==> src/rbmc_map.svh <==
// Offsets, field positions, reset values and the vector byte count of the bus mode loader.
//==========================================================================
// Behaviour
// RQ1: Straps 000 fetch the vector over an 8-bit multiplexed bus.
// RQ2: Straps 001 fetch the vector over a 16-bit multiplexed bus.
// RQ3: Straps 010 fetch the vector over an 8-bit separate bus.
// RQ4: Straps 011 fetch the vector over a 16-bit separate bus.
// RQ5: The board never straps the top mode pin high.
// RQ6: The reset sequence loads the mode byte from the top vector address.
// RQ7: Only the reset sequence may change the mode register.
// RQ8: Mode register settings apply only after the reset sequence ends.
// RQ9: The stored mode byte keeps every reserved bit at zero. The core stores the byte as read and sets modeError instead.
// RQ10: Access bits 00,01,10,11 select 8/16-bit multiplexed, 8/16-bit separate.
// RQ11: Only bus kind 10 is legal; other codes are forbidden.
// RQ12: With upper address disabled, addressing stays within 64KB.
// RQ13: Low data pins are data lines separate, address/data multiplexed.
// RQ14: Upper data pins: port, data, address or address/data by mode.
// RQ15: Middle address pins carry A15..8 separate, port when multiplexed.
// RQ16: Top address pins carry A23..16 when enabled, else port.
// RQ17: High write strobe only in 16-bit modes; latch and read always.
// RQ18: Function select returns strobes, hold, ready and clock pins to port.
// RQ19: The mode byte should agree with the strapped mode pins.
// RQ20: After reset the four vector and mode bytes are read by hardware.
// RQ21: The mode register is undefined until the sequence loads it.
// RQ22: Straps are sampled at reset release and held through the fetch.
// RQ23: Pin roles follow the straps before, the mode register after.
`ifndef RBMC_MAP_SVH
`define RBMC_MAP_SVH

//==========================================================================
// Vector area
`define RBMC_VEC_BASE      24'hffffdc
`define RBMC_MODE_ADDR     24'hffffdf
`define RBMC_VEC_BYTES     3'h4

//==========================================================================
// Mode byte fields
`define RBMC_BUS_HI        7
`define RBMC_BUS_LO        6
`define RBMC_ACC_HI        5
`define RBMC_ACC_LO        4
`define RBMC_RSVD_MASK     8'h0f
`define RBMC_BUS_LEGAL     2'h2
`define RBMC_MODE_RESET    8'h00

`endif

==> src/rbmc_pkg.sv <==
// Types shared by the bus mode loader.
package rbmc_pkg;

    typedef enum logic [2:0] {
        RBMC_IDLE  = 3'b000,
        RBMC_FETCH = 3'b001,
        RBMC_WAIT  = 3'b010,
        RBMC_DONE  = 3'b011
    } rbmc_state_t;

    typedef enum logic [1:0] {
        RBMC_MUX8   = 2'b00,
        RBMC_MUX16  = 2'b01,
        RBMC_SEP8   = 2'b10,
        RBMC_SEP16  = 2'b11
    } rbmc_access_t;

endpackage

==> src/rbmc_pin_roles.sv <==
// Pin role decoder for one access mode.
`timescale 1ns/1ps
module rbmc_pin_roles
    import rbmc_pkg::*;
(
    input  wire rbmc_pkg::rbmc_access_t access,
    input  wire logic                   addrUpperEn,
    input  wire logic                   funcPort,
    output logic                        lowDataMux,
    output logic [1:0]                  upperDataRole,
    output logic                        midAddrBus,
    output logic                        lowAddrBus,
    output logic                        topAddrBus,
    output logic                        writeHighBus,
    output logic                        ctrlPinsBus,
    output logic                        addr64k
);

    always_comb begin
        lowDataMux    = !access[1]; // RQ13
        upperDataRole = {!access[1], access[0]}; // RQ14
        midAddrBus    = access[1]; // RQ15
        lowAddrBus    = access[1]; // RQ15
        topAddrBus    = addrUpperEn && !funcPort; // RQ16 RQ18
        writeHighBus  = access[0] && !funcPort; // RQ17 RQ18
        ctrlPinsBus   = !funcPort; // RQ18
        addr64k       = !topAddrBus; // RQ12
    end

endmodule

==> src/rbmc_core.sv <==
// Reset-time bus mode loader: strap capture, vector fetch, mode register.
`timescale 1ns/1ps
`include "rbmc_map.svh"
module rbmc_core
    import rbmc_pkg::*;
(
    input  wire logic                   sys_clk,
    input  wire logic                   srst,
    input  wire logic                   strap_sel_hi,
    input  wire logic                   strap_sel_mid,
    input  wire logic                   strap_sel_lo,
    input  wire logic                   addrUpperEn,
    input  wire logic                   funcPort,
    input  wire logic [7:0]             memData,
    input  wire logic                   memAck,
    output logic                        memReq,
    output logic [23:0]                 memAddr,
    output logic                        fetchWide,
    output logic                        fetchMux,
    output logic [31:0]                 resetVector,
    output logic [7:0]                  modeReg,
    output logic                        seqDone,
    output logic                        strapError,
    output logic                        modeError,
    output rbmc_pkg::rbmc_access_t      activeAccess,
    output logic                        lowDataMux,
    output logic [1:0]                  upperDataRole,
    output logic                        midAddrBus,
    output logic                        lowAddrBus,
    output logic                        topAddrBus,
    output logic                        writeHighBus,
    output logic                        ctrlPinsBus,
    output logic                        addr64k
);

    //======================================================================
    // Strap synchronisers
    // Straps are pins, so they pass three flops before being trusted.
    logic [2:0] strapS1;
    logic [2:0] strapS2;
    logic [2:0] strapS3;
    always_ff @(posedge sys_clk) begin
        strapS1 <= {strap_sel_hi, strap_sel_mid, strap_sel_lo};
        strapS2 <= strapS1;
        strapS3 <= strapS2;
    end

    //======================================================================
    // Sequence state
    rbmc_state_t  state;
    rbmc_state_t  next_state;
    logic [2:0]   strapHeld;
    logic [2:0]   next_strapHeld;
    logic [2:0]   byteIdx;
    logic [2:0]   next_byteIdx;
    logic [7:0]   next_modeReg;
    logic [31:0]  next_resetVector;
    logic         next_memReq;
    logic [23:0]  next_memAddr;
    logic         next_seqDone;
    logic         next_strapError;
    logic         next_modeError;
    rbmc_access_t next_activeAccess;

    always_comb begin
        next_state        = state;
        next_strapHeld    = strapHeld;
        next_byteIdx      = byteIdx;
        next_modeReg      = modeReg;
        next_resetVector  = resetVector;
        next_memReq       = 1'b0;
        next_memAddr      = memAddr;
        next_seqDone      = seqDone;
        next_strapError   = strapError;
        next_modeError    = modeError;
        next_activeAccess = activeAccess;
        case (state)
            RBMC_IDLE: begin
                // Straps are taken once the synchroniser has settled.
                if (strapS2 == strapS3) begin
                    next_strapHeld    = strapS3; // RQ22
                    next_strapError   = strapS3[2]; // RQ5
                    next_activeAccess = rbmc_access_t'({strapS3[1], strapS3[0]}); // RQ1 RQ2 RQ3 RQ4 RQ23
                    next_byteIdx      = 3'h0;
                    next_state        = RBMC_FETCH;
                end
            end
            RBMC_FETCH: begin
                next_memReq  = 1'b1; // RQ20
                next_memAddr = `RBMC_VEC_BASE + {21'h0, byteIdx}; // RQ20
                next_state   = RBMC_WAIT;
            end
            RBMC_WAIT: begin
                next_memReq = 1'b1;
                if (memAck) begin
                    next_memReq = 1'b0;
                    next_resetVector[byteIdx[1:0]*8 +: 8] = memData; // RQ20
                    if (byteIdx == `RBMC_VEC_BYTES - 3'h1) begin
                        // Mode byte lands only here, so software can never write it.
                        next_modeReg   = memData; // RQ6 RQ7
                        next_modeError =
                            (memData[`RBMC_BUS_HI:`RBMC_BUS_LO]
                             != `RBMC_BUS_LEGAL) ||
                            ((memData & `RBMC_RSVD_MASK) != 8'h00); // RQ9 RQ11
                        next_activeAccess = rbmc_access_t'(
                            memData[`RBMC_ACC_HI:`RBMC_ACC_LO]); // RQ8 RQ10 RQ23
                        next_seqDone   = 1'b1; // RQ8
                        next_state     = RBMC_DONE;
                    end else begin
                        next_byteIdx = byteIdx + 3'h1;
                        next_state   = RBMC_FETCH;
                    end
                end
            end
            RBMC_DONE: begin
                next_state = RBMC_DONE; // RQ7
            end
            default: next_state = RBMC_IDLE;
        endcase
    end

    always_ff @(posedge sys_clk) begin
        if (srst) begin
            state        <= RBMC_IDLE;
            strapHeld    <= 3'h0;
            byteIdx      <= 3'h0;
            // Undefined after reset in real silicon; zero here for clean sim.
            modeReg      <= `RBMC_MODE_RESET; // RQ21
            resetVector  <= 32'h0;
            memReq       <= 1'b0;
            memAddr      <= 24'h0;
            seqDone      <= 1'b0;
            strapError   <= 1'b0;
            modeError    <= 1'b0;
            activeAccess <= RBMC_MUX8;
        end else begin
            state        <= next_state;
            strapHeld    <= next_strapHeld;
            byteIdx      <= next_byteIdx;
            modeReg      <= next_modeReg;
            resetVector  <= next_resetVector;
            memReq       <= next_memReq;
            memAddr      <= next_memAddr;
            seqDone      <= next_seqDone;
            strapError   <= next_strapError;
            modeError    <= next_modeError;
            activeAccess <= next_activeAccess;
        end
    end

    //======================================================================
    // Vector fetch bus shape, from the held straps only
    logic next_fetchWide;
    logic next_fetchMux;
    always_comb begin
        next_fetchWide = strapHeld[0]; // RQ2 RQ4
        next_fetchMux  = !strapHeld[1]; // RQ1 RQ3
    end
    always_ff @(posedge sys_clk) begin
        if (srst) begin
            fetchWide <= 1'b0;
            fetchMux  <= 1'b1;
        end else begin
            fetchWide <= next_fetchWide;
            fetchMux  <= next_fetchMux;
        end
    end

    //======================================================================
    // Pin roles, registered so every output leaves a flop
    logic       rLowDataMux;
    logic [1:0] rUpperDataRole;
    logic       rMidAddrBus;
    logic       rLowAddrBus;
    logic       rTopAddrBus;
    logic       rWriteHighBus;
    logic       rCtrlPinsBus;
    logic       rAddr64k;

    rbmc_pin_roles u_roles (
        .access        (activeAccess),
        .addrUpperEn   (addrUpperEn),
        .funcPort      (funcPort),
        .lowDataMux    (rLowDataMux),
        .upperDataRole (rUpperDataRole),
        .midAddrBus    (rMidAddrBus),
        .lowAddrBus    (rLowAddrBus),
        .topAddrBus    (rTopAddrBus),
        .writeHighBus  (rWriteHighBus),
        .ctrlPinsBus   (rCtrlPinsBus),
        .addr64k       (rAddr64k)
    );

    always_ff @(posedge sys_clk) begin
        if (srst) begin
            lowDataMux    <= 1'b1;
            upperDataRole <= 2'h2;
            midAddrBus    <= 1'b0;
            lowAddrBus    <= 1'b0;
            topAddrBus    <= 1'b0;
            writeHighBus  <= 1'b0;
            ctrlPinsBus   <= 1'b1;
            addr64k       <= 1'b1;
        end else begin
            lowDataMux    <= rLowDataMux; // RQ13
            upperDataRole <= rUpperDataRole; // RQ14
            midAddrBus    <= rMidAddrBus; // RQ15
            lowAddrBus    <= rLowAddrBus; // RQ15
            topAddrBus    <= rTopAddrBus; // RQ16
            writeHighBus  <= rWriteHighBus; // RQ17
            ctrlPinsBus   <= rCtrlPinsBus; // RQ18
            addr64k       <= rAddr64k; // RQ12
        end
    end

endmodule

==> config.mk <==
export PLATFORM = sky130hd
export DESIGN_NAME = rbmc_core
export DESIGN_NICKNAME = d
export VERILOG_FILES = /design/src/rbmc_pkg.sv /design/src/rbmc_pin_roles.sv /design/src/rbmc_core.sv
export VERILOG_INCLUDE_DIRS = /design/src /design/src/src
export SDC_FILE = /design/constraint.sdc
export NUM_CORES = 1
export LEC_CHECK = 0
export BUFFER_PORTS_ARGS = -buffer_cell sky130_fd_sc_hd__buf_2
export CAP_MARGIN = 20
export CORE_ASPECT_RATIO = 0.75
export CORE_MARGIN = 5
export CORE_UTILIZATION = 40
export CTS_CLUSTER_SIZE = 24
export DETAILED_ROUTE_END_ITERATION = 12
export PLACE_DENSITY = 0.74
export SLEW_MARGIN = 20
export SYNTH_ARGS = -nofsm -noshare
export SYNTH_HDL_FRONTEND = slang
export SYNTH_SLANG_ARGS = --single-unit
==> constraint.sdc <==
create_clock -name sys_clk -period 1.9 [get_ports sys_clk]
set_clock_uncertainty 0.15 [all_clocks]
set_input_delay 0.095 -clock sys_clk [delete_from_list [all_inputs] [get_ports sys_clk]]
set_output_delay 0.095 -clock sys_clk [all_outputs]
set_load 0.1 [all_outputs]
**Yosys cells after proc, flatten, opt, wreduce, memory -nomap -nowiden**

Cells that the tools add are included.

- Muxes and demuxes: 15
- $add $sub $neg: 3
- Reduce and logical (&&, ||, !) cells: 16
- Equality and inequality tests: 10
- Shifts and indexed selects: 2

Operator list:

| operator | number |
|---|---|
| $neg 5->34 | 1 |
| $shift 8x34->32 const A | 1 |
| $shiftx 8x34->32 | 1 |
| $bwmux 32 | 1 |
| $mux 3 | 5 |
| $pmux 3 s4 | 1 |
| $ne 2x2->1 const B | 5 |
| $eq 3x2->1 const B | 3 |
| $add 7x4->8 const A | 1 |
| $mux 2 | 4 |
| $reduce_and 4->1 | 2 |
| $reduce_bool 8->1 | 1 |
| $pmux 3 s2 | 1 |
| $reduce_and 2->1 | 3 |
| $logic_not 1->1 | 4 |
| $pmux 2 s2 | 1 |
| $add 3x1->3 const B | 1 |
| $eq 3x1->1 const B | 1 |
| $eq 3x3->1 | 1 |
| $logic_not 3->1 | 1 |
| $reduce_and 3->1 | 1 |
| $logic_and 1x1->1 | 2 |
| $pmux 1 s2 | 1 |
| $reduce_bool 2->1 | 1 |
| other kinds (2) | 2 |

- Input port bits: 16
- Flip-flop bits (word level): 97
- Logic and storage cells: 69
- Output and inout port bits: 81

**Logic depth before layout (Yosys ltp)**

Gate-level depths: netlist of run 1.

- Word-level depth: 4
- Mapped depth: 7
- Depth with buffers taken out: 6

**By module**

Synthesis of run 1 repeated with hierarchy kept, for this count alone.

- Cell total of the unflattened synthesis: 311
- Area, all modules: 3040.4 um^2

By module, submodules not included:

| module | area each (um^2) | seq. area each (um^2) | times used | cells each |
|---|---|---|---|---|
| rbmc_core | 2984.1 | 1561.5 | 1 | 302 |
| rbmc_pin_roles | 56.3 | 0.0 | 1 | 9 |

**Worst setup path before layout of run 1**

OpenSTA, ideal clock, no wires.

- Path type: register to register
- From: register byteIdx[0]
- To: register resetVector[16]
- Period minus slack after synthesis: 2.104 ns
- Arrival: 1.886 ns
- Stages on the path, launching flop included: 8
- Buffers on the path: 1
- Setup slack: -0.204 ns
- Library setup time: 0.068 ns
- Data required time: 1.682 ns
- Path through: dfxtp_1 > clkbuf_1 > inv_1 > ha_1 > nand2b_1 > nor4_4 > a22oi_1 > nor2_1

- Word-level cells in the longest chain between the ends: 3
- Elaborated cells on any way between the ends: 4
- Those cells by class: add/sub (1); shift (2); mux (1)

RTL lines:

| what | line | RTL |
|---|---|---|
| from (decl) | rbmc_core.sv:54 | `logic [2:0] byteIdx;` |
| from (signal assigned) | rbmc_core.sv:139 | `byteIdx <= next_byteIdx;` |
| $neg 5->34 (*) | rbmc_core.sv:97 | `next_resetVector[byteIdx[1:0]*8 +: 8] = memData;` |
| $shiftx 8x34->32 or $shift 8x34->32 (tied branches) | rbmc_core.sv:97 |  |
| $bwmux 32 (*) | rbmc_core.sv:97 |  |
| to (signal assigned) | rbmc_core.sv:141 | `resetVector <= next_resetVector;` |
| to (decl) | rbmc_core.sv:20 | `output logic [31:0] resetVector,` |

Mark *: on every way between the ends. The rest lies on a longest branch, timed or not.
A chain may end at the register's enable or synchronous reset.

**Worst setup path in the final report of run 1**

- From: register byteIdx[0]
- To: register resetVector[20]

Same word-level chain as after synthesis.

==> summary.md, run 1 <==
| Metric | Value |
|---|---|
| Critical path arrival | 1930 ps |
| DPL Wire Length | 5220 um |
| DRC Markers | 0 |
| RSZ-0062 raised after global routing | no |
| Initial Utilization | 40.7% |
| Fin cells | 505 |
| Worst Path Max Fanout | 8 |
| R2R setup slack | 100 ps |
| DR WL/cell | around 15 um |
| IO Pins | 97 |
| Post-Syn Area | slightly below 3000 um^2 |
| Post-synth EDFFs | 0 |
| Critical R2R Launch | byteIdx[0] |
| Pleak | 1.75 nW |
| Critical path class | reg2reg |
| Worst slew margin | 66.9% |
| Final Setup Violations | 0 |
| Largest net degree at the start of global routing | 29 |
| Fill cells | roughly 660 |
| TritonCTS clock tree | done |
| Crit path time final | between 1500 and 2000 ps |
| Clk pin slew, worst setup/hold paths | 80 ps |
| Avg Vias per Cell | 4.89 |
| Number of global-route vias before repair | between 2000 and 2500 |
| # rows | 27 |
| Mapped Cells | a little under 300 |
| Most common cell after layout, fill and taps aside | buf_2 |
| Post-synthesis sequential area ratio | about half |
| Commonest cells after routing, fill and taps aside | buf_2 (96), dfxtp_1 (74), nor2_1 (48), a22oi_1 (32), nand2_1 (23) |
| Critical Path RT | 2030 ps |
| Setup TNS | 0 ps |
| Hold WC Path Type | reg2reg |
| Nets | about 430 |
| CTS root buf | clkbuf_8 |
| Minimum hold slack | ~180 ps |
| Outcome | finished clean |
| Reg2Reg Depth | 7 |
| Core ar. | 7260 um^2 |
| Crit path launch type | flip-flop |
| Asr flop ratio synth | 0% |
| Top_reg_cell synth | dfxtp_1 |
| Share of cells above drive strength 1 | 35.1% |
| H-tree depth | 3 |
| Ys Warns | 0 |
| Fin worst setup slack | 98.5 ps |
| Antenna violations before repair | 0 |
| First-pass DRT Iterations | 4 |
| Remaining antenna violation count after routing | 0 |
| Fin. Hold Viols | 0 |
| CP endpoint | resetVector[20] |
| Initial drt markers | 114 |
| Register bit total from synthesis | between 70 and 80 |
| Max Root-Sink Buffers | 2 |
| RePlAce Congestion | 0.860 |
| Final period utilization | a little over nine tenths |
| Final Max Tran Viols | 0 |
| MaxCap Viol Count | 0 |
| Post-placement setup slack | roughly 120 ps |
| Num CTS Buffers | 9 |
| Post-Syn Area per Cell | 9.98 um^2 |
| Clock sink count | 76 |
| Post-CTS setup buffer count | 0 |
| CP startpoint | byteIdx[0] |
| Crit path capture type | flip-flop |
| ANT cells | 0 |
| Post-layout util | between 50 and 60% |
| Die X-Extent | 109 um |
| PortBufs | 96 |
| Reg2Reg Capture Point | resetVector[20] |
| Die height | 84.4 um |
| Grt total ovfl | 0 |
| Detailed-route via count | 2471 |
| Slew @ Worst Pin | 501 ps |
| Post-synth cell types | 38 |
| P per Cell Area | 1520 nW/um^2 |
| Peak VDD IR | 1150 uV |
| Clock latency on the worst-skew pair | 350 ps |
| DP Cell Count | 474 |
| Area grow syn2layout | 30.5% |
| FMAX | 555 MHz |
| First-pass GRT wire length | 11600 um |
| WL final | about 7300 um |
| GR Util All Layers | 16.1% |
| Die area | 9230 um^2 |
| Mapped Nets | approximately 320 |
## metal layers
layer | wire (um) | share of wire [%] | track usage (%) | vias up
li1 | - | - | - | 1204
met1 | 3500 | 48 | 22.3 | 1173
met2 | 3150 | 43 | 23.4 | 86
met3 | 610 | 8.3 | 6.69 | 8
met4 | 60 | 0.82 | 3.85 | 0
met5 | 0 | 0 | 0 | -
## area by class of cell
class / count / area [um^2] / area share (%)
Sequential cell: 76 / 1520 / 39.5
Multi-Input combinational cell: 178 / 1210 / 31.3
Timing Repair Buffer: 126 / 743 / 19.3
Clock buffer: 11 / 141 / 3.67
Tap cell: 101 / 126 / 3.28
Clock inverter: 5 / 83.8 / 2.17
Inverter: 8 / 30.0 / 0.778
## sequential cells by signal, summed over array words and instances, names as in the netlist, 2 cells and up
name and count:
resetVector 32, state 2, byteIdx 3, strapS3 3, strapHeld 2, memAddr 5
activeAccess 2, modeReg 8, strapS2 3, strapS1 3
## worst min-delay path by stage
stage                 endpoint  slack [ps]  cells after the start          start
finish              strapS2[0]         180                      0     strapS1[0]
CTS                 byteIdx[0]         180                      3         memAck
global placement    strapS1[1]          50                      1  strap_sel_mid
floorplan           strapS1[0]         -30                      0   strap_sel_lo
detailed placement  strapS1[1]          50                      1  strap_sel_mid
global route        strapS2[0]         190                      0     strapS1[0]
## what timing repair did
| item | 4_1_cts | 5_1_grt |
|---|---|---|
| endpoints found under the setup margin | 0 | 31 |
| resized for setup | 0 | 4 |
| endpoints found under the hold margin | 50 | 0 |
| hold buffers | 15 | 0 |
## critical path, cell delays in order, from the launching register on
cell	delay, ps
dfxtp_1	390
inv_1	140
ha_4	350
nand2b_1	100
nor4_4	210
buf_4	200
a22oi_1	70
nor2_1	130
## cells in the mapped netlist, types with 2 or more instances
master	instances	area, um^2
a211oi_1	3	22.5
a21oi_1	11	55.1
a22oi_1	32	240
and3_1	2	12.5
buf_2	2	10.0
buf_4	23	173
clkbuf_1	9	33.8
dfxtp_1	76	1520
ha_1	11	138
inv_1	7	26.3
mux2_1	2	22.5
mux2i_1	8	80.1
nand2_1	23	86.3
nand2b_1	6	37.5
nand3_2	3	30.0
nand3b_1	2	15.0
nor2_1	48	180
nor2b_1	5	31.3
xor2_1	4	35.0
## cell families (layout without fill, tap and decap cells)
logic type	after synthesis	after routing	share of synthesized area, %
flip-flops	76	76	51.5
XOR/XNOR	4	4	1.19
adder cells (fa/ha/maj)	11	11	4.66
AND/OR/NAND/NOR	99	99	17.4
buffers and inverters	42	150	8.34
multiplexers	10	10	3.47
AO/OA/AOI/OAI	54	54	13.5
## stage by stage
stage	total power, W	cell area [um^2]
floorplan	0.00431	2970
global placement	0.00448	3470
detailed placement	0.00451	3470
CTS	0.00590	3850
global route	0.00608	3860
finish	0.00585	3860
## where the power goes
group / leakage (nW) / switching, W / internal (W)
Combinational: 1.03 / 0.00223 / 0.000470
Sequential: 0.619 / 0.0000804 / 0.00171
Clock: 0.106 / 0.000585 / 0.000780
(Power assumes the default switching activity.)
==> run 2: changes to the inputs <==
- ABC_AREA: unset -> 1
- PLACE_DENSITY: 0.74 -> 0.71
- clock period: 1.9 -> 2.1 ns (I/O delays scaled with it)
==> run 2 against run 1 <==
  * Critical endpoint is now resetVector[8]
  * Clock power down 8%
  * Sequential cell count is the same
  * Register-to-register slack better by 120 ps
  * Critical path depth rose by 1
  * Non-clock buffer count fell by 9
  * Die area rose by 4.9%
  * Fmax is 4.3% lower
  * Sequential share of layout area is 0.61 points lower
  * Largest cell class unchanged
  * Hold slack got worse by 100 ps
  * Final cell count grew 16%
==> summary.md, run 2 <==
| Metric | Value |
|---|---|
| Final period utilization | 89.6% (-5.2 points) |
| Area contributors post-synth | dfxtp_1 (49%), nand2_1 (9.9%), a21oi_1 (7.2%) |
| Total chip power | 0.00567 W (-3.1%) |
| Setup TNS | 0 ps (unchanged) |
| Commonest cells after routing, fill and taps aside | buf_2 (96), nand2_1 (82), dfxtp_1 (76), a21oi_1 (45), inv_1 (38) |
| Worst Path Max Fanout | 20 (+12) |
| Buffers plus inverters on the worst setup path | 3 (+1) |
| Mapped Cells | 386 (+30%) |
| Top_reg_cell synth | dfxtp_1 |
| FF/Latch Area | 1520 um^2 (-0.16%) |
| Max Root-Sink Buffers | 2 (unchanged) |
| Area occupied by multi-input gates | 1200 um^2 (-0.31%) |
| Grt peak-use layer | met2 |
| Register bit total from synthesis | 76 (unchanged) |
| Asr flop ratio synth | 0% (unchanged) |
| P per Cell Area | 1450 nW/um^2 (-4.5%) |
| CP dominant cell by count | nand2_1 |
| Power Internal | 0.00268 W (-9.4%) |
| Share of cells above drive strength 1 | 26.7% (-8.4 points) |
| Hold path startpoint | memAck |
| Nets | 505 (+19%) |
| FMAX | 531 MHz (-4.3%) |
| CTS root buf | clkbuf_8 |
| Cell breakdown of the critical path | clkinv_1, buf_4, ha_1, inv_1, nand2_1, nor2_1, nand2_1, a21oi_1 |
| Post-synth cell types | 29 (-24%) |
| # rows | 27 (unchanged) |
| Initial Utilization | 41.8% (+1.1 points) |
| Avg Vias per Cell | 4.66 (-4.7%) |
| Mapped Nets | 413 (+28%) |
| M2 GR Usage | 24.6% (+1.2 points) |
| Reg2Reg Capture Point | resetVector[8] |
| Post-synth EDFFs | 0 (unchanged) |
| R2R setup slack | 220 ps (+120 ps) |
| DRC Markers | 0 (unchanged) |
| Die area | 9680 um^2 (+4.9%) |
| Critical Path RT | 2240 ps (+210 ps) |
| Critical R2R Launch | byteIdx[0] |
| Largest area contributor in the netlist | dfxtp_1 |
| Hold WC Path Type | in2reg |
| RePlAce Congestion | 0.831 (-3.4%) |
| Max incr delay on CP | 400 ps (about the same) |
| Post-synthesis sequential area ratio | 48.8% (-2.7 points) |
| Clock power frac | 22.0% (-1.3 points) |
| Area grow syn2layout | 25.4% |
| Post-Syn Area per Cell | 8.08 um^2 (-19%) |
| Die X-Extent | 112 um (+2.5%) |
| Initial drt markers | 131 (+15%) |
| Antenna violations before repair | 0 (unchanged) |
| Critical path arrival | 2020 ps (+90 ps) |
| Detailed-route via count | 2724 (+10%) |
| Number of global-route vias before repair | 2596 (+11%) |
| Final Setup Violations | 0 (unchanged) |
| Hold Path End | resetVector[16] |
| Reg with most FFs | resetVector |
| First-pass DRT Iterations | 4 (unchanged) |
| Critical path class | reg2reg |
| Max reg flops | 32 (unchanged) |
| DPL Wire Length | 5700 um (+9.2%) |
| ANT cells | 0 (unchanged) |
| P_sw | 0.00299 W (+3.2%) |
| Post-Syn Area | 3120 um^2 (+5.5%) |
| Crit path max-delay family | buffers and inverters |
| Clock sink count | 76 (unchanged) |
| Hold path cells | 4 (+4) |
| First-pass GRT wire length | 12800 um (+11%) |
| DR WL/cell | 13.5 um (-7.3%) |
| Logic gate share of total power | 48.5% (+2.4 points) |
| Largest net degree at the start of global routing | 31 (+6.9%) |
| GR Util met1 | 22.6% (+0.23 points) |
| IO Pins | 97 (unchanged) |
| Outcome | finished clean |
| H-tree depth | 3 (unchanged) |
| Worst slew margin | 66.4% (-0.45 points) |
| Most common cell after layout, fill and taps aside | buf_2 |
| Pleak | 1.91 nW (+8.7%) |
| Post-CTS setup buffer count | 0 (unchanged) |
| MaxCap Viol Count | 0 (unchanged) |
| GR Util All Layers | 16.4% (+0.27 points) |
| PortBufs | 96 (unchanged) |
| Die height | 86.5 um (+2.4%) |
| Final Max Tran Viols | 0 (unchanged) |
| Biggest regs | resetVector (32), modeReg (8), memAddr (5) |
| Remaining antenna violation count after routing | 0 (unchanged) |
| CP startpoint | byteIdx[0] |
| Clk pin slew, worst setup/hold paths | 80 ps (about the same) |
| Grt total ovfl | 0 (unchanged) |
| Slowest cell on crit path | dfxtp_1 |
| Crit path capture type | flip-flop |
| WL final | 7860 um (+7.2%) |
| RSZ-0062 raised after global routing | no |
| Fill cells | 734 (+12%) |
| Sequential Power Share | 29.5% (-1.1 points) |
| Crit path launch type | flip-flop |
| TritonCTS clock tree | done |
| Core ar. | 7470 um^2 (+2.8%) |
| Count leader, synth | nand2_1 |
| Num CTS Buffers | 9 (unchanged) |
| Peak VDD IR | 1250 uV (+9.4%) |
| Reg2Reg Depth | 8 (+1) |
| Share of the synthesized area in the top cell type | 48.8% (-2.7 points) |
| Met3 Use GR | 4.95% (-1.7 points) |
| Fin. Hold Viols | 0 (unchanged) |
| Clock latency on the worst-skew pair | 360 ps (about the same) |
| Synth cell count leaders | nand2_1 (82), dfxtp_1 (76), a21oi_1 (45) |
| Slew @ Worst Pin | 499 ps (-1.92 ps) |
| Ys Warns | 0 (unchanged) |
| Crit path time final | 1880 ps (+80.5 ps) |
| Sw Ratio | 52.7% (+3.2 points) |
run 2: worst max path at each step:
| stage | slack (ps) | cells after the start | end |
|---|---|---|---|
| 2_1_floorplan | 40 | 8 | resetVector[16] |
| 3_3_place_gp | 270 | 8 | resetVector[5] |
| 3_5_place_dp | 180 | 8 | resetVector[5] |
| 4_1_cts | 160 | 8 | resetVector[6] |
| 5_1_grt | 80 | 6 | resetVector[20] |
| 6_report | 220 | 8 | resetVector[8] |
run 2: timing repair:
action / in CTS / in global routing
resized for setup: 0 / 2
setup endpoints to repair: 0 / 8
hold buffers: 16 / 0
endpoints found under the hold margin: 40 / 0
run 2: power groups by stage:
| stage | Combinational, W | Sequential, W | Clock, W |
|---|---|---|---|
| 3_3_place_gp | 0.00269 | 0.00170 | 0 |
| 6_report | 0.00275 | 0.00167 | 0.00125 |
| 4_1_cts | 0.00274 | 0.00168 | 0.00127 |
| 2_1_floorplan | 0.00197 | 0.00229 | 0 |
| 3_5_place_dp | 0.00271 | 0.00171 | 0 |
| 5_1_grt | 0.00288 | 0.00170 | 0.00134 |
run 2: per-layer routing:
metal | share of wire (%) | up-vias
met1 | 48 | 1220
li1 | - | 1392
met4 | 0.97 | 0
met3 | 9.1 | 8
met5 | 0 | -
met2 | 41 | 104
run 2: worst reg2reg max path, delay by kind of cell, from the launching register on:
kind | cells | cell delay, ps
flip-flops | 1 | 400
AND/OR/NAND/NOR | 3 | 400
buffers and inverters | 3 | 470
AO/OA/AOI/OAI | 1 | 140
adder cells (fa/ha/maj) | 1 | 270
run 2: logic make-up (layout without fill, tap and decap cells):
logic type / after synthesis / count (layout) / synth area share, %
DFF: 76 / 76 / 48.8
muxes: 1 / 1 / 0.321
adders and majority gates: 11 / 11 / 4.41
xor gates and xnor gates: 1 / 1 / 0.281
and+or+nand+nor: 152 / 152 / 22.1
buffers and inverters: 76 / 173 / 12.8
AOI/OAI and AO/OA: 69 / 69 / 11.3
run 2: cell type report:
type | count | share of cell area (%)
clock buffers | 10 | 3.52
flip-flops and latches | 76 | 38.9
well taps | 101 | 3.23
multi-input cells | 234 | 30.8
repair buffers | 117 | 17.3
inverters | 40 | 3.97
clock inverters | 6 | 2.24
run 2: metrics by stage:
step / setup WS (ps) / cell area (um^2) / instances / util [%] / hold slack [ps]
final: 218 / 3910 / 584 / 52.4 / 82.0
after global routing: 79.6 / 3910 / 584 / 52.4 / 112
after CTS: 163 / 3900 / 584 / 52.3 / 114
after detailed placement: 184 / 3520 / 552 / 47.1 / 61.0
after global placement: 270 / 3520 / 552 / 47.1 / 59.2
after floorplan: 38.3 / 3120 / 386 / - / -17.3
